$ cat config.mk
export PLATFORM = sky130hd
export DESIGN_NAME = counter_preset_limit_command_decoder
export DESIGN_NICKNAME = d
export VERILOG_FILES = /design/src/counter_pkg.sv /design/src/counter_preset_limit_command_decoder.sv /design/src/cmd_range_check.sv
export VERILOG_INCLUDE_DIRS = /design/src
export SDC_FILE = /design/constraint.sdc
export NUM_CORES = 1
export LEC_CHECK = 0
export ABC_AREA = 1
export BUFFER_PORTS_ARGS = -buffer_cell sky130_fd_sc_hd__buf_2
export CELL_PAD_IN_SITES_DETAIL_PLACEMENT = 0
export CELL_PAD_IN_SITES_GLOBAL_PLACEMENT = 2
export CORE_ASPECT_RATIO = 1.5
export CORE_MARGIN = 5
export CORE_UTILIZATION = 31
export DETAILED_ROUTE_END_ITERATION = 16
export HOLD_SLACK_MARGIN = 0.08
export PLACE_DENSITY_LB_ADDON = 0.15
export SYNTH_ARGS = -nofsm -noshare
export SYNTH_HDL_FRONTEND = slang
export SYNTH_SLANG_ARGS = --single-unit
export TNS_END_PERCENT = 30
$ cat constraint.sdc
create_clock -name clk -period 4.7 [get_ports clk]
set_clock_uncertainty 0.1 [all_clocks]
set_input_delay 0.94 -clock clk [delete_from_list [all_inputs] [get_ports clk]]
set_output_delay 0.94 -clock clk [all_outputs]
set_load 0.02 [all_outputs]
$ cat src/counter_params.svh
// Constants for the preset, limit and time-base command decoder
`ifndef COUNTER_PARAMS_SVH
`define COUNTER_PARAMS_SVH

// Command codes
`define CMD_LOAD_PRE_FIRST 8'h10
`define CMD_LOAD_PRE_LAST 8'h1B
`define CMD_LOAD_ACC 8'h20
`define CMD_LOAD_UPPER 8'h21
`define CMD_LOAD_LOWER 8'h22
`define CMD_LOAD_SENSE 8'h23
`define CMD_LOAD_TB 8'h24
`define CMD_READ_PRE_FIRST 8'h30
`define CMD_READ_PRE_LAST 8'h3B
`define CMD_READ_ACC 8'h40
`define CMD_READ_UPPER 8'h41
`define CMD_READ_LOWER 8'h42
`define CMD_READ_SENSE 8'h43
`define CMD_READ_TB 8'h44

// Returned data type field codes
`define DTYPE_ACCUM 3'h0
`define DTYPE_READBACK 3'h3
`define DTYPE_ERROR 3'h4

// Error codes placed in the returned data bytes
`define ERR_PRESET_RANGE 24'h000001
`define ERR_ACCUM_RANGE 24'h000002
`define ERR_LIMIT_SPAN 24'h000003
`define ERR_TIMEBASE 24'h000004

// Reset values
`define PRESET_RST 24'h000000
`define ACCUM_RST 24'h000000
`define UPPER_RST 24'h7FFFFF
`define LOWER_RST 24'h000000
`define SENSE_RST 24'h000000
`define TIMEBASE_RST 16'h03E8

// Least span between upper and lower count limit
`define MIN_SPAN 25'sh0000080

`endif

$ cat src/counter_pkg.sv
// Types shared by the command decoder files
package counter_pkg;

  // One scan's command from the host
  typedef struct packed {
    logic valid;
    logic [7:0] command_byte_code;
    logic [23:0] data;
  } cmd_t;

  // One scan's answer to the host
  typedef struct packed {
    logic valid;
    logic [2:0] dtype;
    logic [23:0] data;
  } reply_t;

  // Values held for the counting datapath
  typedef struct packed {
    logic [11:0][23:0] preset;
    logic [23:0] accum;
    logic [23:0] upper;
    logic [23:0] lower;
    logic [23:0] sense;
    logic [15:0] timebase;
  } cfg_t;

  typedef enum logic {RET_ACCUM, RET_READBACK} ret_kind_t;

  typedef enum logic [3:0] {
    CL_NONE, CL_LOAD_PRE, CL_LOAD_ACC, CL_LOAD_UPPER, CL_LOAD_LOWER,
    CL_LOAD_SENSE, CL_LOAD_TB, CL_READ_ACC, CL_READ_OTHER
  } cmd_class_t;

  typedef struct packed {
    cfg_t cfg;
    ret_kind_t sel;
    logic [7:0] rb_code;
    reply_t reply;
  } state_t;

endpackage

$ cat src/counter_preset_limit_command_decoder.sv
// Preset, limit, sense and time-base command decoder of the counter
//
// Contract
// - Codes 16-19 load output presets 1-4 from command data.
// - Codes 20-27 load internal presets 1-8 from command data.
// - Preset outside lower..upper limit: error returned, preset kept.
// - Presets, accumulator and lower limit reset to zero.
// - Code 32 loads accumulator; out-of-limit value rejected with error.
// - Code 33 loads upper limit; span under 128 rejected; resets 8388607.
// - Code 34 loads lower limit with same span check.
// - Code 35 loads the comparison sense bits from command data.
// - Code 36 loads time base; outside 1..65535 rejected.
// - Codes 48-51 return output presets 1-4.
// - Codes 52-59 return internal presets 1-8.
// - Code 64 returns the accumulator.
// - Codes 65-68 return upper, lower, sense and time base.
// - Readback answers carry data type 011.
// - Rejected command answers type 100 with code, state unchanged.
// - Last requested type repeats every scan; accumulator after reset.
// - While the power-up flag is set every command is ignored.
`timescale 1ns/1ps
`include "counter_params.svh"

module counter_preset_limit_command_decoder
  import counter_pkg::*;
(
  input wire logic clk,
  input wire logic rstn,
  input wire cmd_t cmd,
  input wire logic powerup_flag,
  output reply_t reply,
  output cfg_t cfg
);
  state_t st_q;
  state_t st_d;
  logic within_limits;
  logic upper_span_ok;
  logic lower_span_ok;

  // Sorts a command byte into the job it asks for
  function automatic cmd_class_t cmd_class(input logic [7:0] code);
    if (code >= `CMD_LOAD_PRE_FIRST && code <= `CMD_LOAD_PRE_LAST) begin
      return CL_LOAD_PRE;
    end
    if (code >= `CMD_READ_PRE_FIRST && code <= `CMD_READ_PRE_LAST) begin
      return CL_READ_OTHER;
    end
    if (code >= `CMD_READ_UPPER && code <= `CMD_READ_TB) begin
      return CL_READ_OTHER;
    end
    case (code)
      `CMD_LOAD_ACC: return CL_LOAD_ACC;
      `CMD_LOAD_UPPER: return CL_LOAD_UPPER;
      `CMD_LOAD_LOWER: return CL_LOAD_LOWER;
      `CMD_LOAD_SENSE: return CL_LOAD_SENSE;
      `CMD_LOAD_TB: return CL_LOAD_TB;
      `CMD_READ_ACC: return CL_READ_ACC;
      default: return CL_NONE;
    endcase
  endfunction

  // Value returned for a readback code
  function automatic logic [23:0] readback(input logic [7:0] code,
                                           input cfg_t c);
    logic [3:0] idx;
    idx = 4'(code - `CMD_READ_PRE_FIRST);
    if (code >= `CMD_READ_PRE_FIRST && code <= `CMD_READ_PRE_LAST) begin
      return c.preset[idx];
    end
    case (code)
      `CMD_READ_UPPER: return c.upper;
      `CMD_READ_LOWER: return c.lower;
      `CMD_READ_SENSE: return c.sense;
      `CMD_READ_TB: return {8'h00, c.timebase};
      default: return c.accum;
    endcase
  endfunction

  // Data treated as signed against the current limits
  cmd_range_check u_check (
    .value(cmd.data),
    .upper(st_q.cfg.upper),
    .lower(st_q.cfg.lower),
    .within_limits(within_limits),
    .upper_span_ok(upper_span_ok),
    .lower_span_ok(lower_span_ok)
  );

  // Decode one scan's command and build the answer
  always_comb begin
    logic err;
    logic [23:0] err_code;
    logic [3:0] idx;
    err = 1'b0;
    err_code = 24'h000000;
    idx = 4'(cmd.command_byte_code - `CMD_LOAD_PRE_FIRST);
    st_d = st_q;
    st_d.reply.valid = 1'b0;
    if (cmd.valid) begin
      st_d.reply.valid = 1'b1;
      // Power-up blocks all work here; card reset is handled elsewhere
      if (!powerup_flag) begin
        unique case (cmd_class(cmd.command_byte_code))
          CL_LOAD_PRE: begin
            if (within_limits) begin
              st_d.cfg.preset[idx] = cmd.data;
            end else begin
              err = 1'b1;
              err_code = `ERR_PRESET_RANGE;
            end
          end
          CL_LOAD_ACC: begin
            if (within_limits) begin
              st_d.cfg.accum = cmd.data;
            end else begin
              err = 1'b1;
              err_code = `ERR_ACCUM_RANGE;
            end
          end
          CL_LOAD_UPPER: begin
            if (upper_span_ok) begin
              st_d.cfg.upper = cmd.data;
            end else begin
              err = 1'b1;
              err_code = `ERR_LIMIT_SPAN;
            end
          end
          CL_LOAD_LOWER: begin
            if (lower_span_ok) begin
              st_d.cfg.lower = cmd.data;
            end else begin
              err = 1'b1;
              err_code = `ERR_LIMIT_SPAN;
            end
          end
          CL_LOAD_SENSE: begin
            st_d.cfg.sense = cmd.data;
          end
          CL_LOAD_TB: begin
            if (cmd.data[23:16] == 8'h00 && cmd.data[15:0] != 16'h0000) begin
              st_d.cfg.timebase = cmd.data[15:0];
            end else begin
              err = 1'b1;
              err_code = `ERR_TIMEBASE;
            end
          end
          CL_READ_ACC: begin
            st_d.sel = RET_ACCUM;
          end
          CL_READ_OTHER: begin
            st_d.sel = RET_READBACK;
            st_d.rb_code = cmd.command_byte_code;
          end
          CL_NONE: begin
            // Unassigned or out-of-scope codes change nothing
            st_d.sel = st_q.sel;
          end
        endcase
      end
      // Error shows for one scan; the standing selection then resumes
      if (err) begin
        st_d.reply.dtype = `DTYPE_ERROR;
        st_d.reply.data = err_code;
      end else if (st_d.sel == RET_ACCUM) begin
        st_d.reply.dtype = `DTYPE_ACCUM;
        st_d.reply.data = st_d.cfg.accum;
      end else begin
        st_d.reply.dtype = `DTYPE_READBACK;
        st_d.reply.data = readback(st_d.rb_code, st_d.cfg);
      end
    end
  end

  // State register; defaults while rstn is low
  always_ff @(posedge clk) begin
    if (!rstn) begin
      st_q.cfg.preset <= {12{`PRESET_RST}};
      st_q.cfg.accum <= `ACCUM_RST;
      st_q.cfg.upper <= `UPPER_RST;
      st_q.cfg.lower <= `LOWER_RST;
      st_q.cfg.sense <= `SENSE_RST;
      st_q.cfg.timebase <= `TIMEBASE_RST;
      st_q.sel <= RET_ACCUM;
      st_q.rb_code <= 8'h00;
      st_q.reply <= '0;
    end else begin
      st_q <= st_d;
    end
  end

  assign reply = st_q.reply;
  assign cfg = st_q.cfg;

  logic live;
  cmd_class_t cls;
  assign live = cmd.valid && !powerup_flag;
  assign cls = cmd_class(cmd.command_byte_code);
endmodule

$ cat src/cmd_range_check.sv
// Signed limit and span checks for a proposed 24-bit value
`timescale 1ns/1ps
`include "counter_params.svh"

module cmd_range_check (
  input wire logic [23:0] value,
  input wire logic [23:0] upper,
  input wire logic [23:0] lower,
  output logic within_limits,
  output logic upper_span_ok,
  output logic lower_span_ok
);
  logic signed [24:0] v;
  logic signed [24:0] u;
  logic signed [24:0] l;

  // Sign-extend by one bit so differences cannot overflow
  assign v = {value[23], value};
  assign u = {upper[23], upper};
  assign l = {lower[23], lower};

  // Value as load for the accumulator or a preset
  assign within_limits = (v <= u) && (v >= l);
  // Value as a new upper limit, then as a new lower limit
  assign upper_span_ok = (v - l) >= `MIN_SPAN;
  assign lower_span_ok = (u - v) >= `MIN_SPAN;
endmodule

# Word-level counts from Yosys, hierarchy flattened
# Cells that the tools add are included.
# Widths: inputs -> output; s select.
[totals]
reg_bits = 437
inputBits = 36
output_inout_bits = 428
word_cells = 134
[classes]
addsub = 4
magnitude_cmp = 15
eq_ne = 18
n_mux = 65
n_reduce_logical = 10
[ops]
columns = ["op", "n"]
rows = [
  ["$mux 409", 2],
  ["$mux 288", 2],
  ["$bwmux 288", 1],
  ["$mux 24", 12],
  ["$pmux 24 s5", 1],
  ["$bmux 24 s4", 1],
  ["$demux 24 s4", 1],
  ["$pmux 24 s4", 1],
  ["$ge 25x9->1 const B", 2],
  ["$sub 24x24->25", 2],
  ["$eq 8x6->1 const B", 5],
  ["$eq 8x7->1 const B", 5],
  ["$mux 16", 2],
  ["$mux 4", 8],
  ["$mux 28", 1],
  ["$mux 27", 1],
  ["$mux 26", 1],
  ["$ge 24x24->1", 1],
  ["$le 24x24->1", 1],
  ["$mux 1", 23],
  ["$pmux 3 s6", 1],
  ["$eq 4x3->1 const B", 4],
  ["$ge 8x6->1 const B", 2],
  ["$le 8x6->1 const B", 2],
  ["19 further kinds", 30],
]

# Logic depth before layout (Yosys ltp)
[logic_depth]
word_depth = 31
depth_mapped = 30

# Modules after synthesis
# Synthesis repeated with hierarchy kept, for this count alone.
[hier_totals]
cells_unflattened = 5424
area_unflattened_um2 = 32269.7
[modules_own_cells]
columns = ["mod", "instances", "cells_each", "area_per_inst_um2"]
rows = [
  ["counter_preset_limit_command_decoder", 1, 4700, 28798.9],
  ["cmd_range_check", 1, 724, 3470.8],
]

# Least setup slack after synthesis
# No wires, ideal clock.
[synth_path]
kind = "input -> register"
startpoint = "input cmd[18] (netlist bit)"
endpoint = "register, netlist name reply[6]"
setup_ns = 0.132
t_arrival_ns = 3.703
t_required_ns = 4.468
path_slack_ns = 0.764
cell_stages = 22
path_cell_list = "clkinv_1 > clkbuf_1 > ha_1 > nand2_1 > inv_1 > nand2_1 > nand2_1 > a21oi_1 > nand4_1 > nand3_4 > nand2_4 > inv_4 > nand3_2 > buf_4 > buf_4 > nand2_1 > o21ai_0 > or2_2 > nand3_1 > nand3_1 > nand2_1 > a21oi_1"
[synth_between]
elab_chain_cells = 12
elab_cells_between_ends = 35
cone_classes = "add/sub (2); order compare (4); mux (26); reduce/logical (3)"
[synth_rtl]
columns = ["element", "line", "rtl"]
rows = [
  ["from (decl)", "counter_preset_limit_command_decoder.sv:29", "input wire cmd_t cmd,"],
  ["branches (longest 11 deep; another with $sub 24x24->25)", "--", ""],
  ["$mux 27 (*)", "counter_preset_limit_command_decoder.sv:161", "if (err) begin"],
]
# Mark *: on every way between the ends. The select of a mux whose other input is x is not followed.
# A chain may end at the register's enable or synchronous reset.

# Final worst setup path
[layout_path]
startpoint = "register, netlist name cfg[55]"
endpoint = "register, netlist name reply[11]"
[layout_between]
elab_chain_cells = 12
elab_cells_between_ends = 24
cone_classes = "add/sub (1); order compare (2); mux (20); reduce/logical (1)"
[layout_rtl]
columns = ["element", "line"]
rows = [
  ["branches (longest 11 deep; another with $sub 24x24->25)", "--"],
  ["$mux 27 (*)", "counter_preset_limit_command_decoder.sv:161"],
]
# Marks and branches as above.

==> summary.txt <==
Run status
  – Outcome: complete, no violations

Floorplan
  – Core Footprint: 101000 um2
  – Die H: 402 um
  – I/O pin cnt: around 460
  – Die area: around 110000 um2
  – Row count: 143
  – Width of the die: roughly 270 um
  – Starting Density: a little under a third

Clock network
  – CTS Buffer Depth: 3
  – Worst-skew pair later-pin latency: around 0.65 ns
  – CTS Buf Count: 54
  – Sink Count: 436
  – TritonCTS clock tree: yes
  – H-tree Lvls: 2
  – Cell at the root of the clock tree: clkbuf_16
  – Postcts setup bufs: 0
  – Clk pin slew, worst setup/hold paths: approximately 0.07 ns

Global route
  – Busiest grt layer: met2
  – GRT Residual Overflow: 0
  – Met3 Usage GRT: approximately 4.4%
  – Initial antenna violation count: 11
  – First-pass GRT wire length: roughly 240 mm
  – GRT Util Overall: 29.6%
  – Grt met1 use: a little over a third
  – Vias in the first global route: 32291
  – Met2 usage: 52.3%
  – Largest net degree at the start of global routing: 195

STA
  – Final Hold Viols: 0
  – Final worst slack: 0.176 ns
  – Final-report setup violation count: 0
  – Worst slew pin tran: 1.05 ns
  – Fmax: 221 MHz
  – Unrepaired setup endpoints after global routing: false
  – Max-Slew Margin vs Limit: 30.1%
  – Crit path time final: 4.52 ns
  – Slew Limit Fails: 0
  – Final period util: a little over nine tenths
  – Hold Slack: 0.358 ns

Critical path
  – Critical path class: reg2reg
  – RR Startpoint: cfg[55]
  – Arrival time worst endpoint: 4.91 ns
  – CP peak stage delay: 0.45 ns
  – R2r setup slk: 0.18 ns
  – Nature of the critical path endpoint: register
  – Startpoint types: register
  – Worst r2r dst: reply[11]
  – R2r worst-path depth: 22
  – Worst path required time: 5.08 ns
  – Crit path max-delay cell type: nor4_2
  – Crit-path max FO: 16
  – Critical path buffers and inverters: 6
  – Largest delay share family, worst path: simple AND/OR/NAND/NOR gates
  – Crit-path cells: inv_1 > ha_1 > buf_4 > nand2_1 > buf_4 > nor4_2 > nand2_1 > nand3_1 > nand3_1 > nor3_1 > nand2_1 > buf_4 > nand3_2 > buf_12 > buf_12 > o21ai_0 > nand2_1 > nand3_1 > nand3_1 > nand3_1 > nand2_1 > a21oi_1

Final layout
  – Final Net Count: 5588
  – Final std cells w/o fill: slightly below 7000
  – Layout cell share with drive strength beyond 1: 19.7%
  – Final Cell Area: 36800 um2
  – Multi-input gate area: 16000 um2
  – P&R area growth vs syn: 16.2%
  – Filler cells: about 11000
  – Sequential cell area: 8730 um2
  – Final Core Density: 36.3%

Power
  – Sw Share: a little over a third
  – Flop pwr share: between 30% and 40%
  – Design internal power: roughly 7.7 mW
  – Comb power frac: 27.3%
  – Worst IR drop on VDD: 261 uV
  – P_sw: between 4 and 5 mW
  – Pwr/cell area: ~330 nW/um2
  – Leak: 20.4 nW
  – Clock Power Share: a little under two fifths

Logic synthesis
  – Top_reg_cell synth: dfxtp_1
  – Commonest cells in the netlist: nand2_1 (1253), nor2_1 (705), inv_1 (652)
  – Cell count after synthesis: 5271
  – Most common cell in the netlist: nand2_1
  – Largest cells by area after synthesis: dfxtp_1 (28%), nand2_1 (15%), buf_4 (10%)
  – Seq cells post-synth: 436
  – Post-synth cell types: 43
  – Synth top area share: 27.5%
  – Seq/Total Area, Yosys: 27.5%
  – Post-Syn Area: about 32000 um2
  – Yosys warning count: 0
  – Avg Cell Area, Syn: 6.01 um2
  – Post-synth EDFFs: 0
  – Async set-reset flop share out of synthesis: 0%
  – Syn_nets: 5355
  – Post-synth top area cell: dfxtp_1

Placement
  – Area after DPL: 34900 um2
  – Hpwl dp: ~130 mm
  – Inst Count DP: between 6000 and 7000
  – DP Worst Slack: -0.483 ns
  – Gpl congestion: 0.942
  – Port Buf Inserts: 463

Flow run
  – MaxCap Viol Count: 0

Worst hold path
  – Hold Path Class: reg2reg
  – Hold Path End: st_q[35]
  – Origin of the worst min-delay path: st_q[35]
  – Hold-critical path depth: 2

Route
  – Via count: 33821
  – DRC: 0
  – Drt via density: about 4.9
  – WL/cell: 24.6 um
  – TritonRoute pass-1 iters: 7
  – Antenna viol nets, final: 0
  – Final WL: around 170 mm
  – Iteration-0 DRC Markers: roughly 3000
## cells in the final DEF (no fill, tap or decap), types with 55 or more instances in the layout
cell       synthesis  layout
nand2_1         1253    1252
nand3_1          224     224
inv_1            652     650
clkbuf_16          0      55
dfxtp_1          436     435
a21oi_1          245     243
buf_4            436     408
buf_2             62     460
nor2_1           705     704
o211ai_1         153     153
o21ai_0          523     522
## worst max-delay path by stage
stage                       start        end  slack (ns)  cells after the start
final                     cfg[55]  reply[11]        0.18                     22
after detailed placement  cmd[15]  reply[11]       -0.48                     22
after CTS                 cfg[83]  reply[17]        0.21                     22
after global routing      cfg[81]  reply[15]        0.03                     23
after floorplan           cmd[18]   reply[6]        0.76                     22
after global placement    cmd[15]  reply[11]       -0.57                     22
## registers in the layout, summed over array words and instances, names as in the netlist
name,flops
cfg,400
st_q,9
reply,27
## cell families after synthesis
kind of cell	Yosys count	share of synthesized area, %
DFF	436	27.5
adders and majority gates	48	1.90
and+or+nand+nor	2368	30.7
AOI/OAI and AO/OA	1006	17.4
xor gates and xnor gates	8	0.221
buffers and inverters	1405	22.2
## layout make-up
class,instances,area share [%]
Clock inverter,22,0.859
Clock buffer,77,4.23
Tap cell,1305,4.43
Antenna cell,1,0.00679
Timing Repair Buffer,905,16.5
Inverter,677,6.95
Multi-Input combinational cell,3430,43.3
Sequential cell,436,23.7
## power by group through the flow
| stage | logic [mW] | clock network (mW) | registers (mW) |
|---|---|---|---|
| global placement | 3.31 | 0 | 4.28 |
| floorplan | 2.09 | 0 | 4.14 |
| detailed placement | 3.31 | 0 | 4.28 |
| CTS | 3.32 | 4.70 | 4.20 |
| finish | 3.31 | 4.60 | 4.21 |
| global route | 3.60 | 4.82 | 4.22 |
## through the flow
stage	total power [mW]	TNS (ns)
3_3_place_gp	7.60	-10.23
3_5_place_dp	7.59	-8.79
6_report	12.1	0
5_1_grt	12.6	0
2_1_floorplan	6.23	0
4_1_cts	12.2	0
## what timing repair did
item | CTS | global route
hold buffers | 0 | 0
pin swaps | 0 | 1
resized for setup | 1 | 6
endpoints found under the setup margin | 3 | 2
## worst reg2reg max path, stage by stage (launching register included)
cell,delay (ns)
dfxtp_1,0.40
inv_1,0.16
ha_1,0.41
buf_4,0.13
nand2_1,0.12
buf_4,0.17
nor4_2,0.45
nand2_1,0.26
nand3_1,0.13
nand3_1,0.23
nor3_1,0.22
nand2_1,0.18
buf_4,0.20
nand3_2,0.07
buf_12,0.16
buf_12,0.13
o21ai_0,0.11
nand2_1,0.10
nand3_1,0.24
nand3_1,0.17
nand3_1,0.08
nand2_1,0.07
a21oi_1,0.05
## per-layer routing
metal	part of all wire, %	vias up
li1	-	16679
met1	40	15696
met2	49	1161
met3	5.6	283
met4	6.0	2
met5	0.0083	-
Note: power is estimated with default switching activity, not from simulation.
